<file path="src/design/msk_map.svh">
// Purpose: constants of the packet modem
// Assumes: 40 MHz system clock
// Notes: tone counts are derived in the modem from these rates
`ifndef MSK_MAP_SVH
`define MSK_MAP_SVH
// ==========================================================
// timing
`define MSK_CLK_HZ 40000000
`define MSK_TONE1200_HZ 1200
`define MSK_TONE1800_HZ 1800
`define MSK_TONE2400_HZ 2400
// ==========================================================
// frame constants
`define MSK_SYNC_RESET 16'hCB23
`define MSK_ADDR_ALL 8'h40
`define MSK_SHORT_CRC_MAX 8'h10
`define MSK_HANG_BIT 1'b1
`define MSK_HEAD_LAST 6'h2F
`define MSK_CRC8_POLY 8'h9B
`define MSK_CRC16_POLY 32'h1021_0000
`define MSK_CRC32_POLY 32'hDB71_0641
// ==========================================================
// error-correction masks, one per check bit 3..0
`define MSK_FEC_M3 8'hEC
`define MSK_FEC_M2 8'hD3
`define MSK_FEC_M1 8'hBA
`define MSK_FEC_M0 8'h75
`endif

</file>
<file path="src/design/msk_pkg.sv">
// Purpose: types of the packet modem
// Assumes: nothing
// Notes: all modem state lives in one packed struct
package msk_pkg;
  // ==========================================================
  // modes and states
  typedef enum logic [1:0] {MODE_OFF, MODE_RX, MODE_TX} msk_mode_e;
  typedef enum logic [1:0] {RATE_AUTO, RATE_1200, RATE_2400} msk_rate_e;
  typedef enum logic [1:0] {LOCK_NONE, LOCK_1200, LOCK_2400} msk_lock_e;
  typedef enum logic [1:0] {CLS_NONE, CLS_S, CLS_M, CLS_L} msk_cls_e;
  typedef enum logic [2:0] {RX_IDLE, RX_HUNT, RX_HEAD, RX_DATA, RX_DONE} msk_rx_e;
  typedef enum logic [2:0] {
    TX_IDLE, TX_FSYNC, TX_HEAD, TX_DATA, TX_CRC, TX_HANG, TX_END, TX_STOP
  } msk_tx_e;
  // ==========================================================
  // whole modem state
  typedef struct packed {
    logic rxS1;
    logic rxS2;
    logic rxS3;
    logic rxLvl;
    logic [14:0] rxHalf;
    msk_lock_e lock;
    logic longN;
    logic [1:0] zeroN;
    msk_rx_e rxSt;
    logic [15:0] rxSh;
    logic [47:0] headSh;
    logic [5:0] rxCnt;
    logic [7:0] size;
    logic sized;
    logic [11:0] dataBits;
    logic [15:0] rxData1;
    logic [15:0] rxData2;
    logic evReady;
    logic evSync;
    logic evHead;
    logic evLast;
    logic [15:0] frameSync;
    msk_tx_e txSt;
    logic [23:0] txSh;
    logic [4:0] txLeft;
    logic [1:0] hIdx;
    logic [7:0] byteCnt;
    logic [31:0] crc;
    logic [2:0] crcLeft;
    logic [1:0][15:0] fifoMem;
    logic wrP;
    logic rdP;
    logic [1:0] fifoN;
    logic [1:0] halves;
    logic [14:0] halfCnt;
    logic [14:0] halfLen;
    logic tone;
    logic evDone;
  } msk_state_s;
endpackage : msk_pkg

</file>
<file path="src/design/msk_packet_modem.sv">
// Purpose: MSK/FFSK modem with frame packetising
// Assumes: rxSignal is the hard-limited receive tone, txTone drives the audio path
// Notes: data block interleave and scrambling are handled elsewhere
`timescale 1ns/1ps
`include "msk_map.svh"

// Operation
// - receive both rates, detect rate automatically
// - fixed rate ignores tones of other rate
// - sixteen-bit receive words flagged when ready
// - unread receive word overwritten; host reads promptly
// - programmable frame sync, reset value CB23
// - flag on sync or after head
// - demodulator off stops sync search
// - one sync only until mode re-enabled
// - corrupt head resumes sync search
// - keep demodulating until host disables or a sized block ends
// - flag last block of sized packets
// - own bit clock, words sent msb first
// - tone cycles per bit per rate
// - bit sync, frame sync, four-byte head
// - last-data flag adds hang bit to unsized data blocks, then stop
// - sized blocks end with 16/32-bit checksum
// - four check bits per head byte
// - address match or 40 flags valid head
// - head 48 coded bits, readable in data registers
// - third byte is size only when sized
// - recovered bit clock stays internal
// - rate lock holds until host leaves receive mode
module msk_packet_modem #(
  parameter int HALF1200 = `MSK_CLK_HZ / (2 * `MSK_TONE1200_HZ),
  parameter int HALF1800 = `MSK_CLK_HZ / (2 * `MSK_TONE1800_HZ),
  parameter int HALF2400 = `MSK_CLK_HZ / (2 * `MSK_TONE2400_HZ)
) (
  // clock and reset
  input wire logic clk_sys,
  input wire logic nrst,
  // mode control
  input wire msk_pkg::msk_mode_e modemMode,
  input wire msk_pkg::msk_rate_e rateSel,
  input wire logic headFirst,
  input wire logic [7:0] stationMatchAddress,
  input wire logic frameSyncWrite,
  input wire logic [15:0] frameSyncData,
  // receive
  input wire logic rxSignal,
  output logic [15:0] rxData1,
  output logic [15:0] rxData2,
  output logic rxReady,
  output logic syncFound,
  output logic headValid,
  output logic lastBlock,
  output msk_pkg::msk_lock_e rxBaudLock,
  // transmit settings
  input wire logic [15:0] bitSyncPattern,
  input wire logic [7:0] txAddress,
  input wire logic [2:0] txFormat,
  input wire logic [7:0] txSizeUser,
  input wire logic txLastData,
  input wire logic txRate2400,
  // transmit word stream
  input wire logic [15:0] txWord,
  input wire logic txWordValid,
  output logic txWordReady,
  // modulator
  output logic txTone,
  output logic txActive,
  output logic txDone
);
  import msk_pkg::*;

  // ==========================================================
  // constants
  localparam logic [14:0] H12 = 15'(HALF1200);
  localparam logic [14:0] H18 = 15'(HALF1800);
  localparam logic [14:0] H24 = 15'(HALF2400);
  localparam logic [14:0] SPLIT_LM = 15'((HALF1200 + HALF1800) / 2);
  localparam logic [14:0] SPLIT_MS = 15'((HALF1800 + HALF2400) / 2);
  localparam logic [14:0] MIN_S = 15'(HALF2400 / 2);
  localparam logic [7:0] FM3 = `MSK_FEC_M3;
  localparam logic [7:0] FM2 = `MSK_FEC_M2;
  localparam logic [7:0] FM1 = `MSK_FEC_M1;
  localparam logic [7:0] FM0 = `MSK_FEC_M0;

  // ==========================================================
  // coding helpers
  // four check bits of one byte
  function automatic logic [3:0] fecBits(input logic [7:0] b);
    return {^(b & FM3), ^(b & FM2), ^(b & FM1), ^(b & FM0)};
  endfunction : fecBits

  // single-bit correction of a 12-bit coded byte
  function automatic logic [7:0] fecFix(input logic [11:0] w);
    logic [3:0] syn;
    logic [7:0] fixed;
    syn = w[3:0] ^ fecBits(w[11:4]);
    fixed = w[11:4];
    for (int k = 0; k < 8; k++) begin
      if (syn == {FM3[k], FM2[k], FM1[k], FM0[k]}) fixed[k] = ~w[4+k];
    end
    return fixed;
  endfunction : fecFix

  // head checksum over three bytes, msb first
  function automatic logic [7:0] crc8(input logic [23:0] v);
    logic [7:0] c;
    c = 8'h00;
    for (int i = 23; i >= 0; i--) begin
      c = {c[6:0], 1'b0} ^ ((c[7] ^ v[i]) ? `MSK_CRC8_POLY : 8'h00);
    end
    return c;
  endfunction : crc8

  // block checksum step, left-aligned in 32 bits
  function automatic logic [31:0] crcByte(input logic [31:0] c, input logic [7:0] b,
                                          input logic [31:0] poly);
    logic [31:0] r;
    r = c;
    for (int i = 7; i >= 0; i--) begin
      r = {r[30:0], 1'b0} ^ ((r[31] ^ b[i]) ? poly : 32'h0000_0000);
    end
    return r;
  endfunction : crcByte

  // ==========================================================
  // state and working signals
  msk_state_s q; // registered state
  msk_state_s d; // next state
  msk_cls_e cls; // class of last half period
  logic newBit; // one recovered bit this cycle
  logic bitVal; // its value
  logic [15:0] shNext; // receive shifter with new bit
  logic [47:0] headNext; // head shifter with new bit
  logic [7:0] hA, hF, hS, hC; // corrected head bytes
  logic [8:0] sizeBytes; // data plus checksum bytes
  logic [11:0] target; // coded bits of a sized block
  logic needBit; // tone engine is idle
  logic txBit; // bit being started
  logic [7:0] hb; // head byte to send
  logic [15:0] popW; // oldest transmit word
  logic push; // transmit word taken
  logic popWord; // transmit word consumed
  logic txSized; // transmit block carries size
  logic [31:0] crcPoly; // selected block checksum

  // ==========================================================
  // next-state logic
  always_comb begin
    d = q;
    d.evReady = 1'b0;
    d.evSync = 1'b0;
    d.evHead = 1'b0;
    d.evLast = 1'b0;
    d.evDone = 1'b0;
    cls = CLS_NONE;
    newBit = 1'b0;
    bitVal = 1'b0;
    txBit = 1'b0;
    hb = 8'h00;
    popWord = 1'b0;
    push = txWordValid && (q.fifoN != 2'h2);
    popW = q.fifoMem[q.rdP];
    txSized = (txFormat == 3'h4) || (txFormat == 3'h5);
    crcPoly = (txSizeUser <= `MSK_SHORT_CRC_MAX) ? `MSK_CRC16_POLY : `MSK_CRC32_POLY;
    // three-stage input synchroniser
    d.rxS1 = rxSignal;
    d.rxS2 = q.rxS1;
    d.rxS3 = q.rxS2;
    if (q.rxHalf != 15'h7FFF) d.rxHalf = q.rxHalf + 15'h0001;
    // classify a settled edge by half-period length; glitches are dropped
    if ((q.rxS2 == q.rxS3) && (q.rxS3 != q.rxLvl)) begin
      if (q.rxHalf >= SPLIT_LM) cls = CLS_L;
      else if (q.rxHalf >= SPLIT_MS) cls = CLS_M;
      else if (q.rxHalf >= MIN_S) cls = CLS_S;
      if (cls != CLS_NONE) begin
        d.rxLvl = q.rxS3;
        d.rxHalf = 15'h0000;
      end
    end
    // rate lock and bit recovery; the bit timing never leaves the block
    if (q.rxSt != RX_IDLE) begin
      if (q.lock == LOCK_NONE && cls == CLS_M) d.lock = LOCK_1200;
      if (q.lock == LOCK_NONE && cls == CLS_S) d.lock = LOCK_2400;
      case (cls)
        // low tone: two halves a one at 1200, one half at 2400
        CLS_L: begin
          d.zeroN = 2'h0;
          if (q.lock == LOCK_2400 || (q.lock == LOCK_1200 && q.longN)) begin
            newBit = 1'b1;
            bitVal = 1'b1;
            d.longN = 1'b0;
          end else if (q.lock == LOCK_1200) begin
            d.longN = 1'b1;
          end
        end
        // 1800 Hz: three halves make a zero, dropped under 2400 lock
        CLS_M: begin
          d.longN = 1'b0;
          d.zeroN = 2'h0;
          if (q.lock == LOCK_1200) begin
            if (q.zeroN == 2'h2) newBit = 1'b1;
            else d.zeroN = q.zeroN + 2'h1;
          end
        end
        // 2400 Hz: two halves make a zero, dropped under 1200 lock
        CLS_S: begin
          d.longN = 1'b0;
          d.zeroN = 2'h0;
          if (q.lock == LOCK_2400) begin
            if (q.zeroN == 2'h1) newBit = 1'b1;
            else d.zeroN = q.zeroN + 2'h1;
          end
        end
        default: ;
      endcase
    end
    // receive framing
    shNext = {q.rxSh[14:0], bitVal};
    headNext = {q.headSh[46:0], bitVal};
    hA = fecFix(headNext[47:36]);
    hF = fecFix(headNext[35:24]);
    hS = fecFix(headNext[23:12]);
    hC = fecFix(headNext[11:0]);
    sizeBytes = {1'b0, q.size} + ((q.size <= `MSK_SHORT_CRC_MAX) ? 9'h002 : 9'h004);
    target = {sizeBytes, 3'b000} + {1'b0, sizeBytes, 2'b00};
    if (modemMode != MODE_RX) begin
      d.rxSt = RX_IDLE;
      d.lock = LOCK_NONE;
    end else begin
      case (q.rxSt)
        // enable: preset the lock from the fixed rate, if any
        RX_IDLE: begin
          d.rxSt = RX_HUNT;
          d.longN = 1'b0;
          d.zeroN = 2'h0;
          if (rateSel == RATE_1200) d.lock = LOCK_1200;
          else if (rateSel == RATE_2400) d.lock = LOCK_2400;
          else d.lock = LOCK_NONE;
        end
        // sync search
        RX_HUNT: begin
          if (newBit) begin
            d.rxSh = shNext;
            if (shNext == q.frameSync) begin
              d.evSync = !headFirst;
              d.rxSt = headFirst ? RX_HEAD : RX_DATA;
              d.rxCnt = 6'h00;
              d.dataBits = 12'h000;
              d.sized = 1'b0;
            end
          end
        end
        // 48 coded head bits after the sync
        RX_HEAD: begin
          if (newBit) begin
            d.headSh = headNext;
            d.rxCnt = q.rxCnt + 6'h01;
            if (q.rxCnt == `MSK_HEAD_LAST) begin
              d.rxCnt = 6'h00;
              if (crc8({hA, hF, hS}) == hC &&
                  (hA == stationMatchAddress || hA == `MSK_ADDR_ALL)) begin
                d.rxData1 = {hA, hF};
                d.rxData2 = {hS, hC};
                d.evHead = 1'b1;
                d.size = hS;
                d.sized = (hF[2:0] == 3'h4) || (hF[2:0] == 3'h5);
                d.rxSt = RX_DATA;
              end else begin
                d.rxSt = RX_HUNT;
              end
            end
          end
        end
        // words until the host stops us, or the sized block ends
        RX_DATA: begin
          if (newBit) begin
            d.rxSh = shNext;
            d.rxCnt = q.rxCnt + 6'h01;
            d.dataBits = q.dataBits + 12'h001;
            if (q.sized && (q.dataBits + 12'h001 == target)) begin
              d.rxData1 = shNext;
              d.evReady = 1'b1;
              d.evLast = 1'b1;
              d.rxSt = RX_DONE;
            end else if (q.rxCnt[3:0] == 4'hF) begin
              d.rxData1 = shNext;
              d.evReady = 1'b1;
            end
          end
        end
        // finished, waits for the mode to be cleared
        RX_DONE: ;
        default: d.rxSt = RX_IDLE;
      endcase
    end
    // frame sync pattern load
    if (frameSyncWrite) d.frameSync = frameSyncData;
    // transmit buffer write
    if (push) begin
      d.fifoMem[q.wrP] = txWord;
      d.wrP = ~q.wrP;
    end
    // tone engine: toggles the tone at the end of each half period
    needBit = (q.halves == 2'h0);
    if (!needBit) begin
      if (q.halfCnt == 15'h0000) begin
        d.tone = ~q.tone;
        d.halves = q.halves - 2'h1;
        d.halfCnt = q.halfLen - 15'h0001;
      end else begin
        d.halfCnt = q.halfCnt - 15'h0001;
      end
    end
    // transmit sequencing
    if (modemMode != MODE_TX) begin
      d.txSt = TX_IDLE;
      d.txLeft = 5'h00;
      d.halves = 2'h0;
    end else if (needBit && q.txLeft != 5'h00) begin
      // next bit, msb first, with its tone pattern
      txBit = q.txSh[23];
      d.txSh = {q.txSh[22:0], 1'b0};
      d.txLeft = q.txLeft - 5'h01;
      if (txRate2400) begin
        d.halfLen = txBit ? H12 : H24;
        d.halves = txBit ? 2'h1 : 2'h2;
      end else begin
        d.halfLen = txBit ? H12 : H18;
        d.halves = txBit ? 2'h2 : 2'h3;
      end
      d.halfCnt = d.halfLen - 15'h0001;
    end else if (needBit) begin
      case (q.txSt)
        // start from the settings already loaded
        TX_IDLE: begin
          d.byteCnt = 8'h00;
          d.crc = 32'h0000_0000;
          d.hIdx = 2'h0;
          if (txFormat == 3'h0) begin
            d.txSt = TX_DATA;
          end else begin
            d.txSh = {bitSyncPattern, 8'h00};
            d.txLeft = 5'h10;
            d.txSt = TX_FSYNC;
          end
        end
        TX_FSYNC: begin
          d.txSh = {q.frameSync, 8'h00};
          d.txLeft = 5'h10;
          d.txSt = TX_HEAD;
        end
        // address, format, size or user, checksum; each with check bits
        TX_HEAD: begin
          case (q.hIdx)
            2'h0: hb = txAddress;
            2'h1: hb = {5'h00, txFormat};
            2'h2: hb = txSizeUser;
            default: hb = crc8({txAddress, 5'h00, txFormat, txSizeUser});
          endcase
          d.txSh = {hb, fecBits(hb), 12'h000};
          d.txLeft = 5'h0C;
          d.hIdx = q.hIdx + 2'h1;
          d.crcLeft = (txSizeUser <= `MSK_SHORT_CRC_MAX) ? 3'h2 : 3'h4;
          if (q.hIdx == 2'h3) begin
            if (txFormat == 3'h1) d.txSt = TX_END;
            else if (txSized && txSizeUser == 8'h00) d.txSt = TX_CRC;
            else d.txSt = TX_DATA;
          end
        end
        // words from the buffer; a dry buffer waits, or goes to the hang bit on last data when unsized
        TX_DATA: begin
          if (q.fifoN != 2'h0) begin
            popWord = 1'b1;
            if (txFormat == 3'h0 || txFormat == 3'h2) begin
              d.txSh = {popW, 8'h00};
              d.txLeft = 5'h10;
            end else begin
              d.txSh = {popW[15:8], fecBits(popW[15:8]), popW[7:0], fecBits(popW[7:0])};
              d.txLeft = 5'h18;
            end
            if (txSized) begin
              d.byteCnt = q.byteCnt + 8'h02;
              d.crc = crcByte(crcByte(q.crc, popW[15:8], crcPoly), popW[7:0], crcPoly);
              if ({1'b0, q.byteCnt} + 9'h001 == {1'b0, txSizeUser}) begin
                d.txLeft = 5'h0C;
                d.crc = crcByte(q.crc, popW[15:8], crcPoly);
                d.txSt = TX_CRC;
              end else if ({1'b0, q.byteCnt} + 9'h002 == {1'b0, txSizeUser}) begin
                d.txSt = TX_CRC;
              end
            end
          end else if (txLastData && !txSized) begin
            d.txSt = TX_HANG;
          end
        end
        // block checksum bytes, top first
        TX_CRC: begin
          d.txSh = {q.crc[31:24], fecBits(q.crc[31:24]), 12'h000};
          d.txLeft = 5'h0C;
          d.crc = {q.crc[23:0], 8'h00};
          d.crcLeft = q.crcLeft - 3'h1;
          if (q.crcLeft == 3'h1) d.txSt = TX_END;
        end
        TX_HANG: begin
          d.txSh = {`MSK_HANG_BIT, 23'h00_0000};
          d.txLeft = 5'h01;
          d.txSt = TX_END;
        end
        // last bit has left: flag and stop modulating
        TX_END: begin
          d.evDone = 1'b1;
          d.txSt = TX_STOP;
        end
        TX_STOP: ;
        default: d.txSt = TX_IDLE;
      endcase
    end
    // transmit buffer bookkeeping
    if (popWord) d.rdP = ~q.rdP;
    d.fifoN = q.fifoN + {1'b0, push} - {1'b0, popWord};
  end

  // ==========================================================
  // state register
  always_ff @(posedge clk_sys or negedge nrst) begin
    if (!nrst) begin
      q <= '0;
      q.frameSync <= `MSK_SYNC_RESET;
    end else begin
      q <= d;
    end
  end

  // ==========================================================
  // outputs
  assign rxData1 = q.rxData1;
  assign rxData2 = q.rxData2;
  assign rxReady = q.evReady;
  assign syncFound = q.evSync;
  assign headValid = q.evHead;
  assign lastBlock = q.evLast;
  assign rxBaudLock = q.lock;
  assign txWordReady = (q.fifoN != 2'h2);
  assign txTone = q.tone;
  assign txActive = (q.txSt != TX_IDLE) && (q.txSt != TX_STOP);
  assign txDone = q.evDone;
endmodule : msk_packet_modem

</file>
<file path="config.mk">
export PLATFORM = sky130hd
export DESIGN_NAME = msk_packet_modem
export DESIGN_NICKNAME = d
export VERILOG_FILES = /design/src/design/msk_pkg.sv /design/src/design/msk_packet_modem.sv
export VERILOG_INCLUDE_DIRS = /design/src /design/src/design
export SDC_FILE = /design/constraint.sdc
export NUM_CORES = 1
export LEC_CHECK = 0
export ABC_AREA = 1
export BUFFER_PORTS_ARGS = -buffer_cell sky130_fd_sc_hd__buf_4
export CAP_MARGIN = 40
export CORE_MARGIN = 5
export CORE_UTILIZATION = 45
export CTS_BUF_LIST = sky130_fd_sc_hd__clkbuf_8
export DETAILED_ROUTE_END_ITERATION = 10
export SLEW_MARGIN = 40
export SYNTH_ARGS = -nofsm -noshare
export SYNTH_HDL_FRONTEND = slang
export SYNTH_SLANG_ARGS = --single-unit
export TNS_END_PERCENT = 10
</file>
<file path="constraint.sdc">
create_clock -name clk_sys -period 11.55 [get_ports clk_sys]
set_input_delay 2.31 -clock clk_sys [delete_from_list [all_inputs] [get_ports clk_sys]]
set_output_delay 2.31 -clock clk_sys [all_outputs]
set_load 0.02 [all_outputs]
</file>
==> results of run 1 <==
==> logic make-up (layout without fill, tap and decap cells) <==
group	after synthesis	count (layout)	synth area share (%)
flip-flops	297	297	33.2
multiplexers	23	23	1.16
adder cells (fa/ha/maj)	35	35	2.02
AO/OA/AOI/OAI	536	536	13.4
buffers and inverters	498	608	9.23
XOR/XNOR	444	444	18.6
AND/OR/NAND/NOR	1122	1122	22.4
==> path summary, 6_finish.rpt <==
kind / from / endpoint / cells past startpoint
worst min-delay path: d[315] / d[314] / 0
worst max-delay path: txSizeUser[2] / q[100] / 44
max in group asynchronous: nrst / q[295] / 3
min in group asynchronous: nrst / q[110] / 1
worst max register to register: q[36] / q[100] / 46
worst min register to register: d[315] / d[314] / 0
==> sequential cells by signal, summed over array words and instances, names as in the netlist <==
name and cells:
txDone 1, rxBaudLock 2, lastBlock 1, rxReady 1, headValid 1, syncFound 1, rxData2 8, q 216
d 2, headNext 47, rxData1 16, txTone 1
==> layout make-up <==
type	count	area [um2]	area share, %
clock buffers	73	1000	4.01
inverters	359	1350	5.38
well taps	664	831	3.32
clock inverters	31	368	1.47
repair buffers	145	1120	4.49
multi-input cells	2160	12900	51.6
flip-flops and latches	297	7440	29.7
==> through the flow <==
step,cells,hold WS [ps]
floorplan,2955,331
global placement,3624,340
detailed placement,3625,343
CTS,3729,368
global route,3729,392
finish,3729,363
==> critical path, delay by kind of cell <==
kind / cells / cell delay, ps
AO/OA/AOI/OAI: 1 / 140
buffers and inverters: 3 / 900
AND/OR/NAND/NOR: 40 / 5730
==> routing by layer <==
metal  GRT usage [%]  vias up  wire, um
met2            38.7      569     30400
met5               0        -         0
met4            7.99        0      2290
met3            4.46      121      4520
met1            34.2     9376     30200
li1                -     9617         -
==> placed cells by master, fill, tap and decap left out, types with 30 or more instances in the layout <==
cell	count
a21oi_1	190
buf_4	141
clkbuf_8	73
dfrtp_1	289
ha_1	33
inv_1	347
nand2_1	588
nand2_2	43
nand3_1	144
nand4_1	30
nor2_1	209
o211ai_1	31
o21ai_0	207
xnor2_1	140
xor2_1	276
==> results.md, run 1 <==
* Result of the run: finished, final reports clean
* Number of synthesized flops with an enable pin at 0
* Path class of the lowest-slack min-delay path: register to register
* Area of all placed cells without fillers at 25,000 um2
* CP Launch Type: input port
* Area of the core at 49,100 um2
* IO Port Bufs at 128
* Maximum clock path buffer count at 3
* Combined global-route utilization of all metal layers at 24.5%
* DIE WIDTH at 233 um
* Endpoint kind of the worst setup timing path: register
* Total count of max-transition violations in the final report at 0
* Clock latency on the worst-skew pair at 670 ps
* Worst stage delay on the critical path at 620 ps
* CTS hold repair buffers at 0
* Max Freq at 117 MHz
* CP Data Required Time at ~12,000 ps
* Area delta synth->final at 11.9%
* Number of synthesized register bits at 297
* DRC viols at 0
* Leading cell types by count after synthesis: nand2_1 (591), inv_1 (340), dfrtp_1 (289), xor2_1 (276), nor2_1 (214)
* Total number of vias at 19,683
* Worst clock skew on the final layout at 31.6 ps
* Initial DRT Pass Iterations at 6
* Number of nets at the end of the flow at 3,140
* WL/cell at 18.1 um
* Cell type with the highest aggregate area in the netlist: dfrtp_1
* Max_cap viols at 0
* Largest net degree at the start of global routing at 74
* Estimated wirelength of the detail-placed design at approximately 50,000 um
* Final worst-path setup slack at 3010 ps
* Share of post-route cells with drive strength above 1 at between 10% and 20%
* Unrepaired setup endpoints after global routing: false
* Clock buffers created by TritonCTS at 55
* Library cells used by synthesis at 64
* Slew @ Worst Pin at 823 ps
* Synthesized Nets at ~3,100
* Highest fanout seen on the critical path at 45
* Fill count at about 4,800
* Average instance area after synthesis at 7.58 um2
* Area fraction of the dominant cell type after synthesis at 32.3%
* Diode insertion count for antenna repair at 0
* RD Place Congestion at 0.949
* Count of antenna-violating nets left after detailed routing at 0
* Post-route setup TNS at 0 ps
* Reg-to-reg setup timing slack at 4670 ps
* Number of antenna violations at the first check in global routing at 1
* CP max stage cell: buf_4
* Level count of the clock H-tree at 2
* Site Rows at 81
* Residual overflow from global routing at 0
* Post-synthesis sequential area ratio at between 30% and 40%
* Post-Syn Area at roughly 22,000 um2
* Worst-case setup slack after placement at between 2000 and 2500 ps
* TritonCTS Sinks at 297
* Vias in the first global route at 19,310
* Dominant cell by count in the synthesized netlist: nand2_1
* Post-CTS sizing at 0
* Dominant cells by area after synthesis: dfrtp_1 (32%), xor2_1 (11%), nand2_1 (9.9%), inv_1 (5.7%), xnor2_1 (5.5%)
* Minimum period implied by the final worst setup slack at 8540 ps
* Leading register cell type out of synthesis: dfrtp_1
* Boundary pin count at 129
* Number of setup violations in the final report at 0
* Critical path start-end classification: input port to register
* Share of the cycle needed by the critical path after routing at 74.0%
* Signal arrival time at the worst endpoint at 9140 ps
* First-pass GRT wire length at 106,000 um
* Library cell appearing most often on the critical path: nand2_1
* Wirelength, routed at around 67,000 um
* Die Span Y at 233 um
* Share of synthesized flip-flops with an asynchronous set or reset at 100%
* Clock Pin Slew Worst Setup and Hold Paths at 60 ps
* Starting utilization of the core area at 45.6%
* Yosys warning total at 0
* Count of endpoints failing hold in the final timing report at 0
* Utilization after layout at roughly 51%
* Iteration-0 DRC Markers at 1,679
* Placed instance area at between 20,000 and 25,000 um2
* TritonCTS clock tree: done
* Number of buffers inserted to repair setup after CTS at 0
* Die area at 54,300 um2
* Number of instances in the synthesized netlist at 2,955
* Number of vias per cell at 5.28
* Max_slew headroom at 45.0%
* Buffer cell driving the clock tree root: clkbuf_8
Power of run 1 is left out: the tool's default activity adds up to more than one toggle a clock period on the data nets, which glitch-free logic cannot reach.
==> run 2, diff against run 1 <==
==> constraint.sdc (replaced) <==
create_clock -name clk_sys -period 8.7 [get_ports clk_sys]
set_input_delay 1.74 -clock clk_sys [delete_from_list [all_inputs] [get_ports clk_sys]]
set_output_delay 1.74 -clock clk_sys [all_outputs]
set_load 0.02 [all_outputs]
==> results.md, run 2 (synthesis gave the netlist of run 1 again) <==
* DIE WIDTH at 233 um
* Max reg flops at 216
* Wirelength, routed at approximately 67,000 um
* Result of the run: finished, final reports clean
* CP max stage cell: nand2_1
* Number of buffers inserted to repair setup after CTS at 0
* Highest fanout seen on the critical path at 15
* Post-CTS sizing at 0
* Combined global-route utilization of all metal layers at 24.5%
* Library cell appearing most often on the critical path: nand2_1
* WL/cell at 18.0 um
* Placed cell count at 3,623
* Area of all placed cells without fillers at 24,800 um2
* Buffer cell driving the clock tree root: clkbuf_8
* Die area at 54,300 um2
* Number of vias per cell at 5.28
* Most common cell after layout, fill and taps aside: nand2_1
* Reg-to-Reg Start: q[36]
* Minimum period implied by the final worst setup slack at 7170 ps
* Path class of the lowest-slack min-delay path: register to register
* CP Launch Type: input port
* TritonCTS clock tree: done
* Iteration-0 DRC Markers at 1,437
* Worst clock skew on the final layout at 32.0 ps
* CP Data Required Time at around 9000 ps
* End of the worst hold path: q[314]
* IO Port Bufs at 128
* Cell depth of the worst flop-to-flop path at 45
* RD Place Congestion at 0.954
* Starting utilization of the core area at 45.6%
* TritonCTS Sinks at 297
* Worst hold path stage count at 0
* Count of antenna-violating nets left after detailed routing at 0
* Max Freq at 139 MHz
* Reg-to-reg setup timing slack at 2100 ps
* Die Span Y at 233 um
* Number of antenna violations at the first check in global routing at 1
* Post-route setup TNS at 0 ps
* Share of the cycle needed by the critical path after routing at 82.4%
* Total count of max-transition violations in the final report at 0
* Area delta synth->final at 10.7%
* Fill count at 4,915
* Residual overflow from global routing at 0
* Number of nets at the end of the flow at 3,139
* Boundary pin count at 129
* Estimated wirelength of the detail-placed design at 51,300 um
* First-pass GRT wire length at ~110,000 um
* Vias in the first global route at around 19,000
* FF-to-FF End: q[100]
* Number of setup violations in the final report at 0
* Source of the worst hold timing path: d[314]
* Commonest non-fill, non-tap cells in the layout: nand2_1 (588), inv_1 (358), dfrtp_1 (288)
* DRC viols at 0
* Total number of vias at 19,651
* Maximum clock path buffer count at 3
* Slew @ Worst Pin at just over 900 ps
* Count of endpoints failing hold in the final timing report at 0
* Largest net degree at the start of global routing at approximately 140
* CTS hold repair buffers at 0
* Endpoint kind of the worst setup timing path: register
* Placed instance area at 23,600 um2
* Critical path start-end classification: input port to register
* Max_slew headroom at between 30% and 40%
* Clock Pin Slew Worst Setup and Hold Paths at 60 ps
* Worst stage delay on the critical path at 390 ps
* Number of standard cells in the layout, taps in and fillers out at between 3,000 and 4,000
* Share of post-route cells with drive strength above 1 at 13.0%
* Clock buffers created by TritonCTS at 55
* Largest register by flop count: q
* Area of the core at 49,100 um2
* Clock latency on the worst-skew pair at 660 ps
* Level count of the clock H-tree at 2
* Unrepaired setup endpoints after global routing: false
* Initial DRT Pass Iterations at 6
* Signal arrival time at the worst endpoint at between 7000 and 8000 ps
* Site Rows at approximately 80
* Max_cap viols at 0
run 2: changes by cell type in the layout (fill, tap and decap cells not counted), sizes merged:
| cell | delta |
|---|---|
| buf | -1 |
| bufinv | -8 |
| clkbuf | -1 |
| clkinv | -4 |
| clkinvlp | -2 |
| diode | +1 |
| inv | +11 |
run 2: layout make-up:
class / instances / area, um2 / area share (%)
clock buffer: 72 / 991 / 4.00
inverter: 359 / 1350 / 5.44
timing repair buffer: 144 / 1120 / 4.54
tap: 664 / 831 / 3.35
clock inverter: 28 / 121 / 0.490
multi-input combinational: 2160 / 12900 / 52.2
antenna: 1 / 2.50 / 0.0101
sequential: 297 / 7440 / 30.0
run 2: worst max-delay path by stage:
stage                   from      to  depth (start not counted)
2_1_floorplan  txSizeUser[5]   q[79]                         44
3_3_place_gp   txSizeUser[5]  q[100]                         46
3_5_place_dp   txSizeUser[5]  q[100]                         45
4_1_cts        txSizeUser[5]  q[100]                         45
5_1_grt        txSizeUser[5]  q[100]                         45
6_report       txSizeUser[5]  q[100]                         45
run 2: stage by stage:
stage          util, %  hold WS, ps  worst slack, ps
6_report          50.5          366             1530
5_1_grt           50.5          381              958
4_1_cts           50.4          370             1620
3_5_place_dp      48.2          352              952
3_3_place_gp      48.1          364             1180
2_1_floorplan        -          331             2770
run 2: critical path, delay by kind of cell:
kind | cells | cell delay, ps
buffers and inverters | 2 | 330
AOI/OAI and AO/OA | 1 | 150
and+or+nand+nor | 42 | 5480
run 2: metal layers:
metal  track usage [%]  vias to the layer above  part of all wire [%]
met5                 0                        -                     0
met4              6.77                        0                   2.9
met3              4.04                      114                   5.8
met2              39.8                      514                    46
met1              34.1                     9394                    46
li1                  -                     9629                     -
Power of run 2 is left out for the same reason.
==> run 3, diff against run 2 <==
==> constraint.sdc (replaced) <==
create_clock -name clk_sys -period 7.37 [get_ports clk_sys]
set_input_delay 1.474 -clock clk_sys [delete_from_list [all_inputs] [get_ports clk_sys]]
set_output_delay 1.474 -clock clk_sys [all_outputs]
set_load 0.02 [all_outputs]
==> results.md, run 3 (synthesis gave the netlist of run 1 again) <==
* Area of all placed cells without fillers at between 20,000 and 25,000 um2
* Endpoint kind of the worst setup timing path: register
* Signal arrival time at the worst endpoint at ~7000 ps
* Total number of vias at 19,544
* Sequential cell area at 7440 um2
* Area of the core at 49,100 um2
* Combined global-route utilization of all metal layers at 24.2%
* Largest register by flop count: q
* TritonCTS clock tree: done
* Level count of the clock H-tree at 2
* RD Place Congestion at 0.962
* Commonest non-fill, non-tap cells in the layout: nand2_1 (588), inv_1 (364), dfrtp_1 (289)
* Count of endpoints failing hold in the final timing report at 0
* Number of setup violations in the final report at 0
* Max reg flops at ~220
* Met1 Routed Length at around 30,000 um
* Starting utilization of the core area at between 40% and 50%
* CP max stage cell: nand2_2
* Reg-to-Reg Start: q[36]
* Post-CTS sizing at 0
* Boundary pin count at 129
* Worst hold path stage count at 0
* Number of standard cells in the layout, taps in and fillers out at 3,730
* FF-to-FF End: q[100]
* Worst clock skew on the final layout at 37.5 ps
* Met2 routed WL at 30,100 um
* Critical path start-end classification: input port to register
* Placed instance area at 23,700 um2
* Wirelength, routed at 66,500 um
* Number of nets at the end of the flow at 3,144
* Residual overflow from global routing at 0
* Number of antenna violations at the first check in global routing at 1
* WL/cell at 17.8 um
* DRC viols at 0
* Highest metal layer with signal wires: met4
* Critical Path Source: txSizeUser[5]
* DIE WIDTH at ~230 um
* Post-route setup TNS at 0 ps
* CP Launch Type: input port
* Area of the multi-input gates at 12,900 um2
* Placed cell count at 3,630
* Path class of the lowest-slack min-delay path: register to register
* Number of buffers inserted to repair setup after CTS at 0
* Total count of max-transition violations in the final report at 0
* Met3 wire len at 4010 um
* Maximum clock path buffer count at 3
* Cell depth of the worst flop-to-flop path at between 40 and 50
* Count of antenna-violating nets left after detailed routing at 0
* Worst stage delay on the critical path at 310 ps
* Reg-to-reg setup timing slack at 980 ps
* Clock Pin Slew Worst Setup and Hold Paths at 60 ps
* Max_cap viols at 0
* Die area at 54,300 um2
* End of the worst hold path: d[314]
* Site Rows at 81
* Unrepaired setup endpoints after global routing: false
* Slew @ Worst Pin at 884 ps
* CTS hold repair buffers at 0
* Share of the cycle needed by the critical path after routing at approximately 88%
* Library cell appearing most often on the critical path: nand2_2
* Number of vias per cell at 5.24
* Fill count at a little under 5,000
* Clock buffers created by TritonCTS at 54
* Source of the worst hold timing path: d[315]
* Area delta synth->final at 11.0%
* First-pass GRT wire length at 105,000 um
* Highest fanout seen on the critical path at 15
* Result of the run: finished, final reports clean
* Die Span Y at 233 um
* Clock latency on the worst-skew pair at roughly 660 ps
* Estimated wirelength of the detail-placed design at 51,100 um
* CP Data Required Time at between 7000 and 8000 ps
* Iteration-0 DRC Markers at approximately 1,600
* Max Freq at 155 MHz
* IO Port Bufs at 128
* TritonCTS Sinks at 297
* Vias in the first global route at 19,050
* Minimum period implied by the final worst setup slack at 6460 ps
* Largest net degree at the start of global routing at 96
* Share of post-route cells with drive strength above 1 at 12.9%
* Max_slew headroom at 40.6%
* Buffer cell driving the clock tree root: clkbuf_8
* Most common cell after layout, fill and taps aside: nand2_1
* Initial DRT Pass Iterations at 5
==> run 3: worst max path at each step <==
stage	end	slack [ps]	depth (start not counted)
after floorplan	q[79]	1700	44
after global placement	q[100]	520	47
after detailed placement	q[100]	360	45
after CTS	q[100]	1070	45
after global routing	q[103]	320	44
final	q[100]	910	45
==> run 3: cell type report <==
type	count	share of cell area (%)
well taps	664	3.34
multi-input cells	2160	52.0
diodes	1	0.0101
flip-flops and latches	297	29.9
repair buffers	150	4.76
clock buffers	63	3.49
clock inverters	36	1.01
inverters	359	5.42
==> run 3: critical path, delay by kind of cell <==
kind | cells | cell delay, ps
and+or+nand+nor | 43 | 5300
buffers and inverters | 1 | 130
AOI/OAI and AO/OA | 1 | 60
==> run 3: metrics by stage <==
stage / utilization, % / setup WS (ps) / hold WS (ps)
final: 50.7 / 911 / 358
after global placement: 48.2 / 516 / 360
after detailed placement: 48.4 / 361 / 344
after floorplan: - / 1700 / 331
after CTS: 50.6 / 1070 / 365
after global routing: 50.7 / 325 / 393
==> run 3: routing by layer <==
layer | track usage (%) | vias to the layer above
met5 | 0 | -
met2 | 38.1 | 474
met1 | 33.6 | 9323
met3 | 5.08 | 115
li1 | - | 9632
met4 | 7.22 | 0
Power of run 3 is left out for the same reason.
